===== src/logic/pgsc_pkg.sv =====
// package: constants, states and carriers for the group power-state controller
// assumes a single 250 MHz clock domain and no register bus
package pgsc_pkg;
  localparam int NUM_GROUPS   = 4;   // app, conn, modem, device-wide
  localparam int NUM_SUB      = 3;   // subsystem groups
  localparam int NUM_RES      = 8;   // assignable resources handled here
  localparam int NUM_DVS      = 4;   // regulators with dynamic voltage control
  localparam int NUM_TRIG     = 4;   // triggering event sources
  localparam int VSEL_W       = 7;   // voltage code width
  localparam int IDX_APP      = 0;
  localparam int IDX_CONN     = 1;
  localparam int IDX_MODEM    = 2;
  localparam int TRIG_WAKE    = 0;   // trigger: leave wait-on
  localparam int TRIG_OFF     = 1;   // trigger: back to wait-on
  localparam logic [NUM_DVS-1:0] DVS_CAPABLE = 4'hF;
  localparam logic [VSEL_W-1:0]  VSEL_RESET  = 7'h00;
  localparam logic [VSEL_W-1:0]  STEP_RESET  = 7'h01;
  localparam int STEP_TIME_NS = 100; // least time between two voltage steps
  localparam int CLK_PERIOD_NS = 4;
  localparam int STEP_CYCLES  = (STEP_TIME_NS + CLK_PERIOD_NS - 1) / CLK_PERIOD_NS;
  localparam logic [7:0] STEP_CYC = 8'(STEP_CYCLES);

  typedef enum logic [1:0] {
    GS_OFF, GS_WAIT_ON, GS_ACTIVE, GS_SLEEP
  } group_state_t;

  // resource operating mode driven to the analog side
  typedef enum logic [1:0] {
    RM_OFF, RM_LOW_POWER, RM_FULL
  } res_mode_t;

  // per-group request configuration
  typedef struct packed {
    logic app_mask;
    logic conn_mask;      // one shared mask for the three connectivity lines
    logic modem_mask;
    logic app_invert;
    logic conn_invert;
    logic modem_invert;
  } req_cfg_t;

  // one voltage-control command
  typedef struct packed {
    logic              valid;
    logic [1:0]        target;
    logic [VSEL_W-1:0] active_code;
    logic [VSEL_W-1:0] sleep_code;
  } vc_cmd_t;
endpackage : pgsc_pkg


===== src/logic/req_sync.sv =====
// two-stage synchroniser bank for the request pins
// assumes the pins are asynchronous to ref_clk
module req_sync #(
  parameter int W = 5
) (
  input  wire logic         clk,    // controller clock
  input  wire logic         rst_n,  // synchronised reset
  input  wire logic [W-1:0] async_in, // raw pins
  output logic      [W-1:0] sync_out  // synchronised copy
);
  logic [W-1:0] meta_reg;
  logic [W-1:0] meta_next;
  logic [W-1:0] sync_reg;
  logic [W-1:0] sync_next;

  // first stage only feeds the second
  always_comb begin
    meta_next = async_in;
    sync_next = meta_reg;
  end

  always_ff @(posedge clk or negedge rst_n) begin
    if (!rst_n) begin
      meta_reg <= '0;
      sync_reg <= '0;
    end else begin
      meta_reg <= meta_next;
      sync_reg <= sync_next;
    end
  end

  assign sync_out = sync_reg;
endmodule : req_sync


===== src/logic/vstep.sv =====
// slew-limited voltage code for one regulator
// assumes target and step are static-ish configuration from the same clock
module vstep (
  input  wire logic                     clk,    // controller clock
  input  wire logic                     rst_n,  // synchronised reset
  input  wire logic [pgsc_pkg::VSEL_W-1:0] target, // wanted code
  input  wire logic [pgsc_pkg::VSEL_W-1:0] step,   // max change per step
  output logic      [pgsc_pkg::VSEL_W-1:0] vout,   // applied code
  output logic                          busy    // still ramping
);
  logic [pgsc_pkg::VSEL_W-1:0] v_reg;
  logic [pgsc_pkg::VSEL_W-1:0] v_next;
  logic [7:0]                  t_reg;
  logic [7:0]                  t_next;
  logic [pgsc_pkg::VSEL_W-1:0] st;

  // move toward target by at most step every step period
  always_comb begin
    v_next = v_reg;
    t_next = t_reg;
    st     = (step == '0) ? {{(pgsc_pkg::VSEL_W-1){1'b0}}, 1'b1} : step; // zero step would stall
    if (t_reg != 8'h00) begin
      t_next = t_reg - 8'h01;
    end else if (v_reg != target) begin
      if (target > v_reg) begin
        v_next = ((target - v_reg) > st) ? v_reg + st : target;
      end else begin
        v_next = ((v_reg - target) > st) ? v_reg - st : target;
      end
      t_next = pgsc_pkg::STEP_CYC - 8'h01;
    end
  end

  always_ff @(posedge clk or negedge rst_n) begin
    if (!rst_n) begin
      v_reg <= pgsc_pkg::VSEL_RESET;
      t_reg <= 8'h00;
    end else begin
      v_reg <= v_next;
      t_reg <= t_next;
    end
  end

  assign vout = v_reg;
  assign busy = (v_reg != target) || (t_reg != 8'h00);
endmodule : vstep


===== src/logic/power_group_state_control.sv =====
// group power-state controller: request lines, group states, resource modes,
// dynamic voltage commands. assumes one 250 MHz clock, config bits as ports
module power_group_state_control (
  input  wire logic                    ref_clk,        // 250 MHz controller clock
  input  wire logic                    resetn,         // async active-low reset
  input  wire logic                    app_group_request,    // pin
  input  wire logic                    conn_group_request_a, // pin
  input  wire logic                    conn_group_request_b, // pin
  input  wire logic                    conn_group_request_c, // pin
  input  wire logic                    modem_group_request,  // pin
  input  wire pgsc_pkg::req_cfg_t      req_cfg,        // masks and polarity
  input  wire logic [pgsc_pkg::NUM_TRIG-1:0] trig_event,  // trigger pulses
  input  wire logic [pgsc_pkg::NUM_TRIG-1:0] trig_enable, // per-trigger enables
  input  wire logic [pgsc_pkg::NUM_RES-1:0]  assign_app,  // group assignment attribute
  input  wire logic [pgsc_pkg::NUM_RES-1:0]  assign_conn, // group assignment attribute
  input  wire logic [pgsc_pkg::NUM_RES-1:0]  assign_modem,// group assignment attribute
  input  wire logic [pgsc_pkg::NUM_RES-1:0]  transition_config_en,   // override on
  input  wire logic [2*pgsc_pkg::NUM_RES-1:0] transition_config_mode, // override mode
  input  wire pgsc_pkg::vc_cmd_t       voltage_control_port, // command strobe
  input  wire logic [pgsc_pkg::VSEL_W-1:0] vstep_size, // slew step
  input  wire logic [pgsc_pkg::VSEL_W-1:0] fixed_vsel, // fixed supply setting
  output logic [2*pgsc_pkg::NUM_GROUPS-1:0] group_state,  // state register view
  output logic [2*pgsc_pkg::NUM_RES-1:0]    res_mode,     // per-resource mode
  output logic [1:0]                   device_res_mode,     // hard-wired resources
  output logic                         pm_reset_released,   // controller reset off
  output logic                         system_reset_out,    // high = reset active
  output logic [pgsc_pkg::NUM_DVS*pgsc_pkg::VSEL_W-1:0] dvs_vsel, // applied codes
  output logic [pgsc_pkg::NUM_DVS-1:0] dvs_busy,            // ramp in progress
  output logic [pgsc_pkg::VSEL_W-1:0]  fixed_vout,          // fixed supply code
  output logic                         vc_reject            // command refused
);
  // reset release through two flops
  logic rst_s1_reg;
  logic rst_n;
  logic rst_n_reg;

  always_ff @(posedge ref_clk or negedge resetn) begin
    if (!resetn) begin
      rst_s1_reg <= 1'b0;
      rst_n_reg  <= 1'b0;
    end else begin
      rst_s1_reg <= 1'b1;
      rst_n_reg  <= rst_s1_reg;
    end
  end
  assign rst_n = rst_n_reg;

  // request synchronisers
  logic [4:0] req_raw;
  logic [4:0] req_s;
  assign req_raw = {modem_group_request, conn_group_request_c, conn_group_request_b,
                    conn_group_request_a, app_group_request};

  req_sync #(.W(5)) u_sync (
    .clk      (ref_clk),
    .rst_n    (rst_n),
    .async_in (req_raw),
    .sync_out (req_s)
  );

  // polarity then mask per group
  function automatic logic req_fn(input logic lvl, input logic inv, input logic msk);
    req_fn = (lvl ^ inv) & ~msk;
  endfunction : req_fn

  logic [pgsc_pkg::NUM_SUB-1:0] sub_req;
  always_comb begin
    sub_req[pgsc_pkg::IDX_APP]   = req_fn(req_s[0], req_cfg.app_invert,
                                          req_cfg.app_mask);
    sub_req[pgsc_pkg::IDX_CONN]  = req_fn(req_s[1], req_cfg.conn_invert, req_cfg.conn_mask)
                                 | req_fn(req_s[2], req_cfg.conn_invert, req_cfg.conn_mask)
                                 | req_fn(req_s[3], req_cfg.conn_invert,
                                          req_cfg.conn_mask);
    sub_req[pgsc_pkg::IDX_MODEM] = req_fn(req_s[4], req_cfg.modem_invert,
                                          req_cfg.modem_mask);
  end

  // gated triggers: disabled events are dropped
  logic [pgsc_pkg::NUM_TRIG-1:0] trig_ok;
  assign trig_ok = trig_event & trig_enable;

  // device-wide group state and subsystem group states
  pgsc_pkg::group_state_t dev_reg;
  pgsc_pkg::group_state_t dev_next;
  pgsc_pkg::group_state_t sub_reg  [pgsc_pkg::NUM_SUB];
  pgsc_pkg::group_state_t sub_next [pgsc_pkg::NUM_SUB];
  logic                   all_sleep;

  always_comb begin
    all_sleep = 1'b1;
    for (int g = 0; g < pgsc_pkg::NUM_SUB; g++) begin
      all_sleep = all_sleep & (sub_reg[g] == pgsc_pkg::GS_SLEEP);
    end
  end

  // device group: off -> wait-on after reset, active on wake trigger
  always_comb begin
    dev_next = dev_reg;
    case (dev_reg)
      pgsc_pkg::GS_OFF: begin
        dev_next = pgsc_pkg::GS_WAIT_ON;
      end
      pgsc_pkg::GS_WAIT_ON: begin
        if (trig_ok[pgsc_pkg::TRIG_WAKE]) begin
          dev_next = pgsc_pkg::GS_ACTIVE;
        end
      end
      pgsc_pkg::GS_ACTIVE: begin
        if (trig_ok[pgsc_pkg::TRIG_OFF]) begin
          dev_next = pgsc_pkg::GS_WAIT_ON;
        end else if (all_sleep) begin
          dev_next = pgsc_pkg::GS_SLEEP;
        end
      end
      pgsc_pkg::GS_SLEEP: begin
        if (trig_ok[pgsc_pkg::TRIG_OFF]) begin
          dev_next = pgsc_pkg::GS_WAIT_ON;
        end else if (!all_sleep) begin
          dev_next = pgsc_pkg::GS_ACTIVE;
        end
      end
      default: begin
        dev_next = pgsc_pkg::GS_OFF;
      end
    endcase
  end

  // subsystem groups follow their request while the device is up;
  // voltage commands are not an input here, so they cannot move a state
  always_comb begin
    for (int g = 0; g < pgsc_pkg::NUM_SUB; g++) begin
      sub_next[g] = sub_reg[g];
      case (dev_reg)
        pgsc_pkg::GS_ACTIVE, pgsc_pkg::GS_SLEEP: begin
          case (sub_reg[g])
            pgsc_pkg::GS_OFF: begin
              sub_next[g] = sub_req[g] ? pgsc_pkg::GS_ACTIVE : pgsc_pkg::GS_SLEEP;
            end
            pgsc_pkg::GS_ACTIVE: begin
              if (!sub_req[g]) begin
                sub_next[g] = pgsc_pkg::GS_SLEEP;
              end
            end
            pgsc_pkg::GS_SLEEP: begin
              if (sub_req[g]) begin
                sub_next[g] = pgsc_pkg::GS_ACTIVE;
              end
            end
            default: begin
              sub_next[g] = pgsc_pkg::GS_OFF;
            end
          endcase
        end
        default: begin
          sub_next[g] = pgsc_pkg::GS_OFF;
        end
      endcase
    end
  end

  // group state register
  always_ff @(posedge ref_clk or negedge rst_n) begin
    if (!rst_n) begin
      dev_reg <= pgsc_pkg::GS_OFF;
      for (int g = 0; g < pgsc_pkg::NUM_SUB; g++) begin
        sub_reg[g] <= pgsc_pkg::GS_OFF;
      end
    end else begin
      dev_reg <= dev_next;
      for (int g = 0; g < pgsc_pkg::NUM_SUB; g++) begin
        sub_reg[g] <= sub_next[g];
      end
    end
  end

  always_comb begin
    for (int g = 0; g < pgsc_pkg::NUM_SUB; g++) begin
      group_state[2*g +: 2] = sub_reg[g];
    end
    group_state[2*pgsc_pkg::NUM_SUB +: 2] = dev_reg;
  end

  // map group state to resource mode
  function automatic pgsc_pkg::res_mode_t mode_of(input pgsc_pkg::group_state_t s);
    case (s)
      pgsc_pkg::GS_ACTIVE: mode_of = pgsc_pkg::RM_FULL;
      pgsc_pkg::GS_SLEEP:  mode_of = pgsc_pkg::RM_LOW_POWER;
      default:             mode_of = pgsc_pkg::RM_OFF;
    endcase
  endfunction : mode_of

  // arbitration: the strongest mode among assigned groups wins
  // an override only reshapes an awake resource; an unassigned one stays off
  logic [2*pgsc_pkg::NUM_RES-1:0] res_mode_reg;
  logic [2*pgsc_pkg::NUM_RES-1:0] res_mode_flat;

  always_comb begin
    pgsc_pkg::res_mode_t m;
    pgsc_pkg::res_mode_t c;
    m = pgsc_pkg::RM_OFF;
    c = pgsc_pkg::RM_OFF;
    for (int r = 0; r < pgsc_pkg::NUM_RES; r++) begin
      m = pgsc_pkg::RM_OFF;
      if (assign_app[r]) begin
        c = mode_of(sub_reg[pgsc_pkg::IDX_APP]);
        if (c > m) m = c;
      end
      if (assign_conn[r]) begin
        c = mode_of(sub_reg[pgsc_pkg::IDX_CONN]);
        if (c > m) m = c;
      end
      if (assign_modem[r]) begin
        c = mode_of(sub_reg[pgsc_pkg::IDX_MODEM]);
        if (c > m) m = c;
      end
      if (transition_config_en[r] && (m != pgsc_pkg::RM_OFF)) begin
        m = pgsc_pkg::res_mode_t'(transition_config_mode[2*r +: 2]);
      end
      res_mode_flat[2*r +: 2] = m;
    end
  end

  // mode outputs registered
  always_ff @(posedge ref_clk or negedge rst_n) begin
    if (!rst_n) begin
      res_mode_reg <= '0;
    end else begin
      res_mode_reg <= res_mode_flat;
    end
  end
  assign res_mode = res_mode_reg;

  // hard-wired device resources and resets
  logic [1:0] dev_mode_reg;
  logic       pm_rel_reg;
  logic       sys_rst_reg;
  always_ff @(posedge ref_clk or negedge rst_n) begin
    if (!rst_n) begin
      dev_mode_reg <= 2'h0;
      pm_rel_reg   <= 1'b0;
      sys_rst_reg  <= 1'b1;
    end else begin
      dev_mode_reg <= mode_of(dev_reg);
      pm_rel_reg   <= (dev_reg != pgsc_pkg::GS_OFF);
      sys_rst_reg  <= (dev_reg == pgsc_pkg::GS_OFF) ||
                      (dev_reg == pgsc_pkg::GS_WAIT_ON);
    end
  end
  assign device_res_mode   = dev_mode_reg;
  assign pm_reset_released = pm_rel_reg;
  assign system_reset_out  = sys_rst_reg;

  // voltage command store: active and sleep code per regulator
  logic [pgsc_pkg::VSEL_W-1:0] act_code_reg [pgsc_pkg::NUM_DVS];
  logic [pgsc_pkg::VSEL_W-1:0] slp_code_reg [pgsc_pkg::NUM_DVS];
  logic [pgsc_pkg::VSEL_W-1:0] act_code_next [pgsc_pkg::NUM_DVS];
  logic [pgsc_pkg::VSEL_W-1:0] slp_code_next [pgsc_pkg::NUM_DVS];
  logic                        rej_next;
  logic                        rej_reg;

  always_comb begin
    for (int d = 0; d < pgsc_pkg::NUM_DVS; d++) begin
      act_code_next[d] = act_code_reg[d];
      slp_code_next[d] = slp_code_reg[d];
    end
    rej_next = 1'b0;
    if (voltage_control_port.valid) begin
      if (pgsc_pkg::DVS_CAPABLE[voltage_control_port.target]) begin
        act_code_next[voltage_control_port.target] = voltage_control_port.active_code;
        slp_code_next[voltage_control_port.target] = voltage_control_port.sleep_code;
      end else begin
        rej_next = 1'b1;
      end
    end
  end

  always_ff @(posedge ref_clk or negedge rst_n) begin
    if (!rst_n) begin
      for (int d = 0; d < pgsc_pkg::NUM_DVS; d++) begin
        act_code_reg[d] <= pgsc_pkg::VSEL_RESET;
        slp_code_reg[d] <= pgsc_pkg::VSEL_RESET;
      end
      rej_reg <= 1'b0;
    end else begin
      for (int d = 0; d < pgsc_pkg::NUM_DVS; d++) begin
        act_code_reg[d] <= act_code_next[d];
        slp_code_reg[d] <= slp_code_next[d];
      end
      rej_reg <= rej_next;
    end
  end
  assign vc_reject = rej_reg;

  // regulator d tracks resource d; its registered resource mode picks the code, low power the sleep one
  for (genvar d = 0; d < pgsc_pkg::NUM_DVS; d++) begin : g_dvs
    logic [pgsc_pkg::VSEL_W-1:0] tgt;
    assign tgt = (res_mode_reg[2*d +: 2] == pgsc_pkg::RM_LOW_POWER) ?
                 slp_code_reg[d] : act_code_reg[d];
    vstep u_step (
      .clk    (ref_clk),
      .rst_n  (rst_n),
      .target (tgt),
      .step   (vstep_size),
      .vout   (dvs_vsel[d*pgsc_pkg::VSEL_W +: pgsc_pkg::VSEL_W]),
      .busy   (dvs_busy[d])
    );
  end

  // fixed-output supply takes its own setting
  logic [pgsc_pkg::VSEL_W-1:0] fix_reg;
  always_ff @(posedge ref_clk or negedge rst_n) begin
    if (!rst_n) begin
      fix_reg <= pgsc_pkg::VSEL_RESET;
    end else begin
      fix_reg <= fixed_vsel;
    end
  end
  assign fixed_vout = fix_reg;
endmodule : power_group_state_control


===== config.mk =====
export PLATFORM = sky130hd
export DESIGN_NAME = power_group_state_control
export DESIGN_NICKNAME = d
export VERILOG_FILES = /design/src/logic/pgsc_pkg.sv /design/src/logic/req_sync.sv /design/src/logic/vstep.sv /design/src/logic/power_group_state_control.sv
export SDC_FILE = /design/constraint.sdc
export NUM_CORES = 1
export LEC_CHECK = 0
export BUFFER_PORTS_ARGS = -buffer_cell sky130_fd_sc_hd__buf_2
export CAP_MARGIN = 10
export CORE_MARGIN = 2
export CORE_UTILIZATION = 62
export CTS_BUF_LIST = sky130_fd_sc_hd__clkbuf_4
export CTS_CLUSTER_DIAMETER = 60
export CTS_CLUSTER_SIZE = 28
export DETAILED_ROUTE_END_ITERATION = 8
export PLACE_DENSITY = 0.89
export SYNTH_ARGS = -nofsm -noshare
export SYNTH_HDL_FRONTEND = slang
export SYNTH_SLANG_ARGS = --single-unit
export TNS_END_PERCENT = 5

===== constraint.sdc =====
create_clock -name ref_clk -period 5.3 [get_ports ref_clk]
set_input_delay 1.325 -clock ref_clk [delete_from_list [all_inputs] [get_ports ref_clk]]
set_output_delay 1.325 -clock ref_clk [all_outputs]
set_load 0.005 [all_outputs]

==> impl_metrics.toml, run 1 <==
[sta]
fin_crit_sh_pct = 94.62
worstMarginPinSlew_ns = 1.109
finalCriticalPeriod_ns = 5.015
finalSetupViolCount = 0
drv_slew = 0
timing.fmax_mhz = 199.4
slew_headroom_pct = 25.72
setup_ws_ns = 0.2850
rsz0062_at_grt = "no"
fin_tns_setup_ns = 0
hold_viol_final = 0
fin_worst_skew_ns = 0.03648

[finish]
syn_to_final_growth_pct = 9.330
nNetsFinal = 2001
layout-drive-gt1-share_pct = 18.45
largest_reg_flops = 32
fillCellCount = 1742

[power_and_ir_drop]
powerDensity_nw_per_um2 = 669.3
leakagePower_nw = 7.444
peakVddDrop_uv = 256.9

[placed_design]
hpwl_um = 29360
place_ws_ns = 0.7143
place.gp.congestion = 0.9380
port_buffers = 162

[min_path]
min_path_type = "reg2reg"

[yosys]
ys_seq_area_share_pct = 28.73
avgSynthCellArea_um2 = 9.110
async_reset_ff_share_pct = 100.0
ys_seq_elements = 163
ys_top_cells_by_area = "dfrtp_1, ha_1, mux2_2, inv_1, o21ai_0"
yosys.area.top_type = "dfrtp_1"
syn-cell-area_um2 = 14200
synth_edf_count = 0
synth_fp_nets = 1860
syn_inst = 1559
ys.flop_type = "dfrtp_1"
synth.top_cell.area_share_pct = 28.54
yosysUniqueCellTypes = 82
synth-warning-count = 0

[routing]
vias = 12570
drc = 0
routed_wl_um = 38160
avgRoutedWirePerCell_um = 19.08
final_antenna_net_count = 0
first_pass_iters = 5
dr.first_iter.drc_count = 840
via_per_inst = 6.286

[worst_setup_path]
arrival_ns = 3.69
setup.worst_path.end = "dvs_busy[1]"
criticalPathCategory = "reg2out"
endpoint_kind = "output pin"
path_max_fanout = 10
cp-start-kind = "flop"
reg2reg_from = "res_mode[7]"
crit_start = "res_mode[3]"
reg2reg_depth = 17
r2r_end = "g_dvs[3].u_step.vout[0]"
critPathRequiredTime_ns = 3.97
r2r_slack_ns = 0.52

[grt]
grt_pass1_vias = 12440
grt_pass1_wl_um = 61150
grt_max_degree = 73
grt_usage_pct = 31.74
grt.overflow.total = 0
antenna_found_initial = 2

[clock_tree]
cts_hold_buf = 0
cts_tree = "done"
clkTransAtPathRegs_ns = 0.19
htree_levels = 4
clkLatencyLatePin_ns = 0.64
root_buffer = "clkbuf_4"
post_cts_resized = 0
clockBufferDepth = 2
post_cts_buffers = 0
cts_sinks = 163
cts_made_buffers = 17

[outcome]
status = "complete, no violations"

[floorplan]
num_io_pins = 168
dieArea_um2 = 24130
rows = 55
fp.dieW_um = 155.4
start_util_pct = 62.92
die_height_um = 155.4
design.core.area_um2 = 22570

[job]
drv_cap = 0
-- worst max-delay path, cell delays in order (launching register included) --
cell      delay [ns]
dfrtp_1         0.49
nand2b_1        0.46
mux2i_1         0.45
inv_1           0.12
ha_1            0.50
and4_1          0.31
and3_1          0.23
and2_1          0.21
nand2_1         0.13
buf_2           0.17
-- metal layers --
layer  GRT usage, %  wire [um]  up-vias
met5              0         13        -
met4          14.11       1365        2
met3          7.214       3390      107
met2          53.39      17940      497
met1          39.13      15450     6066
li1               -          -     5899
-- per-stage QoR --
stage	power, W	hold WS [ns]	util (%)	instance area (um2)	std cells
detailed placement	0.009352	0.3347	67.25	15180	1966
finish	0.01039	0.3579	68.79	15530	2000
global route	0.01135	0.3526	68.78	15520	1999
floorplan	0.007620	0.3312	-	14200	1559
CTS	0.01025	0.3567	68.77	15520	1998
global placement	0.008942	0.3316	67.25	15180	1966
-- Yosys cell counts (all sizes together), types with 7 or more instances --
master	number
o221ai	12
o211ai	13
a221oi	11
mux2	76
o31a	10
ha	189
o21bai	18
nor2b	32
o21ai	108
mux2i	47
nand4	14
nand2	91
nor3	34
or2	18
a21oi	82
o21a	27
a21boi	7
clkbuf	26
or3	8
nand3b	12
a221o	10
nor2	93
inv	144
a31oi	11
and2	18
a211oi	20
o311ai	7
dfrtp	162
a21o	18
fa	12
buf	20
nand3	28
nor3b	8
xnor2	41
nand2b	23
a2bb2oi	9
xor2	17
-- cells by family after synthesis --
logic type               Yosys count  synth area share [%]
XOR/XNOR                          58                 3.577
multiplexers                     123                 9.391
buffers and inverters            192                 5.612
other                              2               0.05288
flip-flops                       163                 28.73
adder cells (fa/ha/maj)          201                 18.34
AND/OR/NAND/NOR                  407                 14.92
AO/OA/AOI/OAI                    413                 19.37
-- cells in the final DEF, fill, tap and decap left out, types with 27 or more instances in the layout --
cell type,count
inv_1,144
nor2b_1,32
nand3_1,28
nor2_1,92
nor3_1,32
dfrtp_1,161
buf_2,162
mux2i_1,45
o21ai_0,108
a21oi_1,82
mux2_2,76
o21a_1,27
xnor2_1,41
ha_1,189
nand2_1,91
-- report_power, final --
group / switching, W / internal (W) / total (W)
Clock: 0.000610 / 0.000244 / 0.000854
Combinational: 0.00428 / 0.00321 / 0.00749
Sequential: 0.000432 / 0.00162 / 0.00205
-- cell type report --
type | count | area, um2 | share of cell area, %
diodes | 2 | 5.005 | 0.03223
clock buffers | 17 | 127.6 | 0.8219
clock inverters | 15 | 216.5 | 1.394
inverters | 145 | 544.3 | 3.505
multi-input cells | 1204 | 9330 | 60.09
flip-flops and latches | 163 | 4084 | 26.30
well taps | 285 | 356.6 | 2.297
repair buffers | 169 | 863.3 | 5.560
-- worst min-delay path by stage --
stage | startpoint | endpoint | cells after the start
floorplan | rst_s1_reg | rst_n | 0
global placement | u_sync.meta_reg[2] | u_sync.sync_out[2] | 0
detailed placement | u_sync.meta_reg[2] | u_sync.sync_out[2] | 0
CTS | u_sync.meta_reg[3] | u_sync.sync_out[3] | 0
global route | u_sync.meta_reg[3] | u_sync.sync_out[3] | 0
finish | u_sync.meta_reg[4] | u_sync.sync_out[4] | 0
No activity file was read; power rests on OpenSTA's default activity.
==> run 2: changes to the inputs <==
- MAX_ROUTING_LAYER: default -> met4
==> run 2 against run 1 <==
Compared with the run above:
- global-route usage rose by 1.2 points
- first-iteration DRC count is 5.8% higher
- routed wire length increased by 1.2%
- maximum frequency is 0.99% higher
- register-to-register slack improved by 0.05 ns
- die area unchanged
- critical path depth is the same
- worst setup slack better by 0.049 ns
- hold slack better by 0.014 ns
- largest cell class unchanged
==> impl_metrics.toml, run 2 (synthesis gave the netlist of run 1 again) <==
[clock_tree]
clockBufferDepth = 2
root_buffer = "clkbuf_4"
clkTransAtPathRegs_ns = 0.18
post_cts_resized = 0
cts_hold_buf = 0
post_cts_buffers = 0
cts_tree = "done"
htree_levels = 4
clkLatencyLatePin_ns = 0.63
cts_sinks = 163
cts_made_buffers = 17

[sta]
fin_tns_setup_ns = 0
rsz0062_at_grt = "no"
drv_slew = 0
fin_crit_sh_pct = 93.69
worstMarginPinSlew_ns = 1.111
timing.fmax_mhz = 201.4
finalCriticalPeriod_ns = 4.966
finalSetupViolCount = 0
hold_viol_final = 0
fin_worst_skew_ns = 0.03712
slew_headroom_pct = 25.62

[worst_setup_path]
cp_num_buf_inv = 2
critical_path.slowest_cell = "ha_1"
worstPathCellList = "nand2b_1, mux2i_1, inv_1, ha_1, and4_1, and3_1, and2_1, nand2_1, buf_2"
worstSetupPathDepth = 9
endpoint_kind = "output pin"
reg2reg_depth = 17
critPathTopFamily = "simple AND/OR/NAND/NOR gates"
path_max_fanout = 10
cp-start-kind = "flop"
arrival_ns = 3.64
cp_slowest_stage_delay_ns = 0.50
critPathRequiredTime_ns = 3.97
criticalPathCategory = "reg2out"

[routing]
via_per_inst = 6.347
dr.first_iter.drc_count = 889
drc = 0
vias = 12690
final_antenna_net_count = 0
avgRoutedWirePerCell_um = 19.32
routed_wl_um = 38630
first_pass_iters = 6

[power_and_ir_drop]
powerDensity_nw_per_um2 = 671.8
clock_power_share_pct = 8.1
p_int_w = 0.005073
peakVddDrop_uv = 303.1
seqPwrFrac_pct = 19.7
comb_power_share_pct = 72.2
p_sw_share_pct = 51.36
power_switching_w = 0.005357
finalPower_w = 0.01043
leakagePower_nw = 7.444

[floorplan]
num_io_pins = 168
rows = 55
dieArea_um2 = 24130
fp.dieW_um = 155.4
design.core.area_um2 = 22570
die_height_um = 155.4
start_util_pct = 62.92

[grt]
grt.overflow.total = 0
grt_max_degree = 84
antenna_found_initial = 1
grt_usage_pct = 32.92
grt_pass1_vias = 12780
grt_pass1_wl_um = 61910

[finish]
fillCellCount = 1789
largest_reg_flops = 32
mostFrequentLayoutCell = "ha_1"
layout-drive-gt1-share_pct = 18.45
syn_to_final_growth_pct = 9.312
nNetsFinal = 2001
layout_common_cells = "ha_1, buf_2, dfrtp_1, inv_1, o21ai_0"

[placed_design]
hpwl_um = 29460
port_buffers = 162
place.gp.congestion = 0.9514

[job]
drv_cap = 0

[outcome]
status = "complete, no violations"

[min_path]
min_path_type = "reg2reg"
holdPathStages = 0
==> run 2: worst register-to-register path: cells and delay by family, from the launching register on <==
family	cells	cell delay, ns
muxes	1	0.46
DFF	1	0.39
AOI/OAI and AO/OA	9	2.10
buffers and inverters	1	0.13
and+or+nand+nor	3	0.77
adders and majority gates	2	0.70
xor gates and xnor gates	1	0.09
==> run 2: worst paths after layout <==
check / from / to / slack (ns)
max: res_mode[3] / dvs_busy[1] / 0.33
min: u_sync.meta_reg[2] / u_sync.sync_out[2] / 0.37
max reg2reg: res_mode[7] / g_dvs[3].u_step.vout[0] / 0.57
min reg2reg: u_sync.meta_reg[2] / u_sync.sync_out[2] / 0.37
max in group asynchronous: rst_n / u_sync.sync_out[0] / 3.53
min in group asynchronous: resetn / rst_n / 0.44
==> run 2: layout make-up <==
cell class	instances	area (um2)	share of cell area [%]
Timing Repair Buffer	169	863.3	5.561
Antenna cell	1	2.502	0.01612
Sequential cell	163	4084	26.31
Clock inverter	15	216.5	1.394
Tap cell	285	356.6	2.297
Multi-Input combinational cell	1204	9330	60.10
Clock buffer	17	127.6	0.8220
Inverter	145	544.3	3.506
==> run 2: metrics by stage <==
stage | instance area (um2) | cells | setup slack (ns) | utilization, % | hold slack, ns
finish | 15520 | 1999 | 0.3343 | 68.78 | 0.3723
global route | 15520 | 1999 | 0.1161 | 68.78 | 0.3828
CTS | 15520 | 1998 | 0.3620 | 68.77 | 0.3754
detailed placement | 15180 | 1966 | 0.7130 | 67.25 | 0.3362
global placement | 15180 | 1966 | 0.8601 | 67.25 | 0.3317
floorplan | 14200 | 1559 | 0.4237 | - | 0.3312
==> run 2: power by group through the flow <==
| stage | clock network [W] | registers, W | logic (W) |
|---|---|---|---|
| after floorplan | 0 | 0.00197 | 0.00565 |
| after global placement | 0 | 0.00205 | 0.00691 |
| after detailed placement | 0 | 0.00207 | 0.00729 |
| after CTS | 0.000850 | 0.00205 | 0.00738 |
| after global routing | 0.000900 | 0.00211 | 0.00835 |
| final | 0.000845 | 0.00205 | 0.00753 |
==> run 2: per-layer routing <==
| metal | vias to the layer above | track usage, % | share of wire, % |
|---|---|---|---|
| li1 | 5901 | - | - |
| met1 | 6096 | 39.97 | 40 |
| met2 | 567 | 54.80 | 48 |
| met3 | 123 | 6.045 | 7.9 |
| met4 | 0 | 12.58 | 3.5 |
| met5 | - | - | 0 |
==> run 3: changes to the inputs <==
- CORE_UTILIZATION: 62 -> 60
- PLACE_DENSITY: 0.89 -> 0.87
==> run 3 against run 2 <==
Compared with the run above:
- power down 1.3%
- largest cell class unchanged
- global-route usage shrank 2.0 points
- sequential power hardly changed
- final cell count increased by 1.6%
- non-clock buffer count fell by 4
- clock skew down 0.0055 ns
- critical endpoint unchanged
- clock power is 2% lower
==> impl_metrics.toml, run 3 (synthesis gave the netlist of run 1 again) <==
[floorplan]
start_util_pct = 60.87
num_io_pins = 168
dieArea_um2 = 24920
design.core.area_um2 = 23330
rows = 56
fp.dieW_um = 157.9
die_height_um = 157.9

[finish]
fin_area_um2 = 15550
nNetsFinal = 1997
syn_to_final_growth_pct = 9.506
layout-drive-gt1-share_pct = 18.26
mostFrequentLayoutCell = "ha_1"
largest_reg_flops = 32
layout_common_cells = "ha_1, buf_2, dfrtp_1, inv_1, o21ai_0"

[routing]
final_antenna_net_count = 0
vias = 12400
avgRoutedWirePerCell_um = 18.26
dr.first_iter.drc_count = 867
via_per_inst = 6.107
drc = 0
first_pass_iters = 6
routed_wl_um = 37070

[sta]
hold_viol_final = 0
fin_tns_setup_ns = 0
fin_worst_skew_ns = 0.03167
fin_crit_sh_pct = 93.59
timing.fmax_mhz = 201.6
slew_headroom_pct = 26.15
setup_ws_ns = 0.3399
finalCriticalPeriod_ns = 4.960
finalSetupViolCount = 0
worstMarginPinSlew_ns = 1.103
rsz0062_at_grt = "no"
drv_slew = 0

[clock_tree]
cts_hold_buf = 0
htree_levels = 4
post_cts_resized = 0
clockBufferDepth = 2
post_cts_buffers = 0
cts_tree = "done"
cts_made_buffers = 17
clkLatencyLatePin_ns = 0.61
clkTransAtPathRegs_ns = 0.19
root_buffer = "clkbuf_4"
cts_sinks = 163

[min_path]
hp-start = "u_sync.meta_reg[4]"
min_path_type = "reg2reg"
holdPathEnd = "u_sync.sync_out[4]"
holdPathStages = 0

[worst_setup_path]
critical_path.slowest_cell = "ha_1"
arrival_ns = 3.64
cp-start-kind = "flop"
reg2reg_depth = 17
worstPathCellList = "nand2b_1, mux2i_1, inv_1, ha_1, and4_1, and3_1, and2_1, nand2_1, buf_2"
path_max_fanout = 10
criticalPathCategory = "reg2out"
r2r_slack_ns = 0.56
critPathRequiredTime_ns = 3.97
r2r_end = "g_dvs[3].u_step.vout[2]"
cp_slowest_stage_delay_ns = 0.51
endpoint_kind = "output pin"
reg2reg_from = "res_mode[7]"

[grt]
antenna_found_initial = 2
grt.overflow.total = 0
grt_usage_pct = 30.92
grt_pass1_vias = 11800
grt_max_degree = 115
grt_pass1_wl_um = 58500

[job]
drv_cap = 0

[placed_design]
port_buffers = 162
place.gp.congestion = 0.9451
hpwl_um = 28540
dpl-instance-area_um2 = 15200
place_ws_ns = 0.6955

[power_and_ir_drop]
powerDensity_nw_per_um2 = 661.6
peakVddDrop_uv = 341.5
leakagePower_nw = 7.429

[outcome]
status = "complete, no violations"
-- run 3: cell count changes in the layout (fill, tap and decap cells not counted) --
cell / before / now
buf_12: 0 / 1
diode_2: 1 / 2
buf_4: 7 / 2
-- run 3: per-stage QoR --
stage | hold slack, ns | std cells | power, W | utilization (%)
3_5_place_dp | 0.3378 | 1996 | 0.009303 | 65.16
4_1_cts | 0.3619 | 2028 | 0.01017 | 66.63
6_report | 0.3606 | 2030 | 0.01029 | 66.66
2_1_floorplan | 0.3312 | 1559 | 0.007620 | -
5_1_grt | 0.3603 | 2030 | 0.01126 | 66.66
3_3_place_gp | 0.3320 | 1996 | 0.008965 | 65.16
-- run 3: critical path: cells and delay by family (launching register included) --
family,cells,cell delay [ns]
simple gates,5,1.30
mux,1,0.43
buf+inv,2,0.30
flops,1,0.50
fa+ha+maj,1,0.51
-- run 3: routing by layer --
| layer | part of all wire (%) | track usage, % | wire, um | vias up |
|---|---|---|---|---|
| met5 | 0 | - | 0 | - |
| met4 | 3.2 | 11.17 | 1174 | 0 |
| met3 | 8.6 | 6.022 | 3189 | 92 |
| met2 | 47 | 51.06 | 17370 | 490 |
| met1 | 41 | 37.84 | 15340 | 5910 |
| li1 | - | - | - | 5906 |
-- run 3: cell type report --
type / count / area [um2]
Multi-Input combinational cell: 1204 / 9330
Fill cell: 1826 / 7780
Sequential cell: 163 / 4084
Timing Repair Buffer: 165 / 845.8
Inverter: 145 / 544.3
Tap cell: 319 / 399.1
Clock inverter: 15 / 216.5
Clock buffer: 17 / 127.6
Antenna cell: 2 / 5.005
-- run 3: how the worst max path moves through the flow --
stage / from / end / slack [ns]
finish: res_mode[3] / dvs_busy[1] / 0.34
global route: res_mode[3] / dvs_busy[1] / 0.13
CTS: res_mode[3] / dvs_busy[1] / 0.37
detailed placement: res_mode[7] / g_dvs[3].u_step.vout[2] / 0.70
global placement: res_mode[7] / g_dvs[3].u_step.vout[2] / 0.75
floorplan: rst_n / act_code_reg[0] / 0.42
-- run 3: report_power, final --
group | leakage (nW) | total, W | internal, W | switching (W)
clock | 0.175 | 0.000831 | 0.000242 | 0.000590
combinational | 5.30 | 0.00741 | 0.00320 | 0.00421
sequential | 1.96 | 0.00205 | 0.00162 | 0.000431
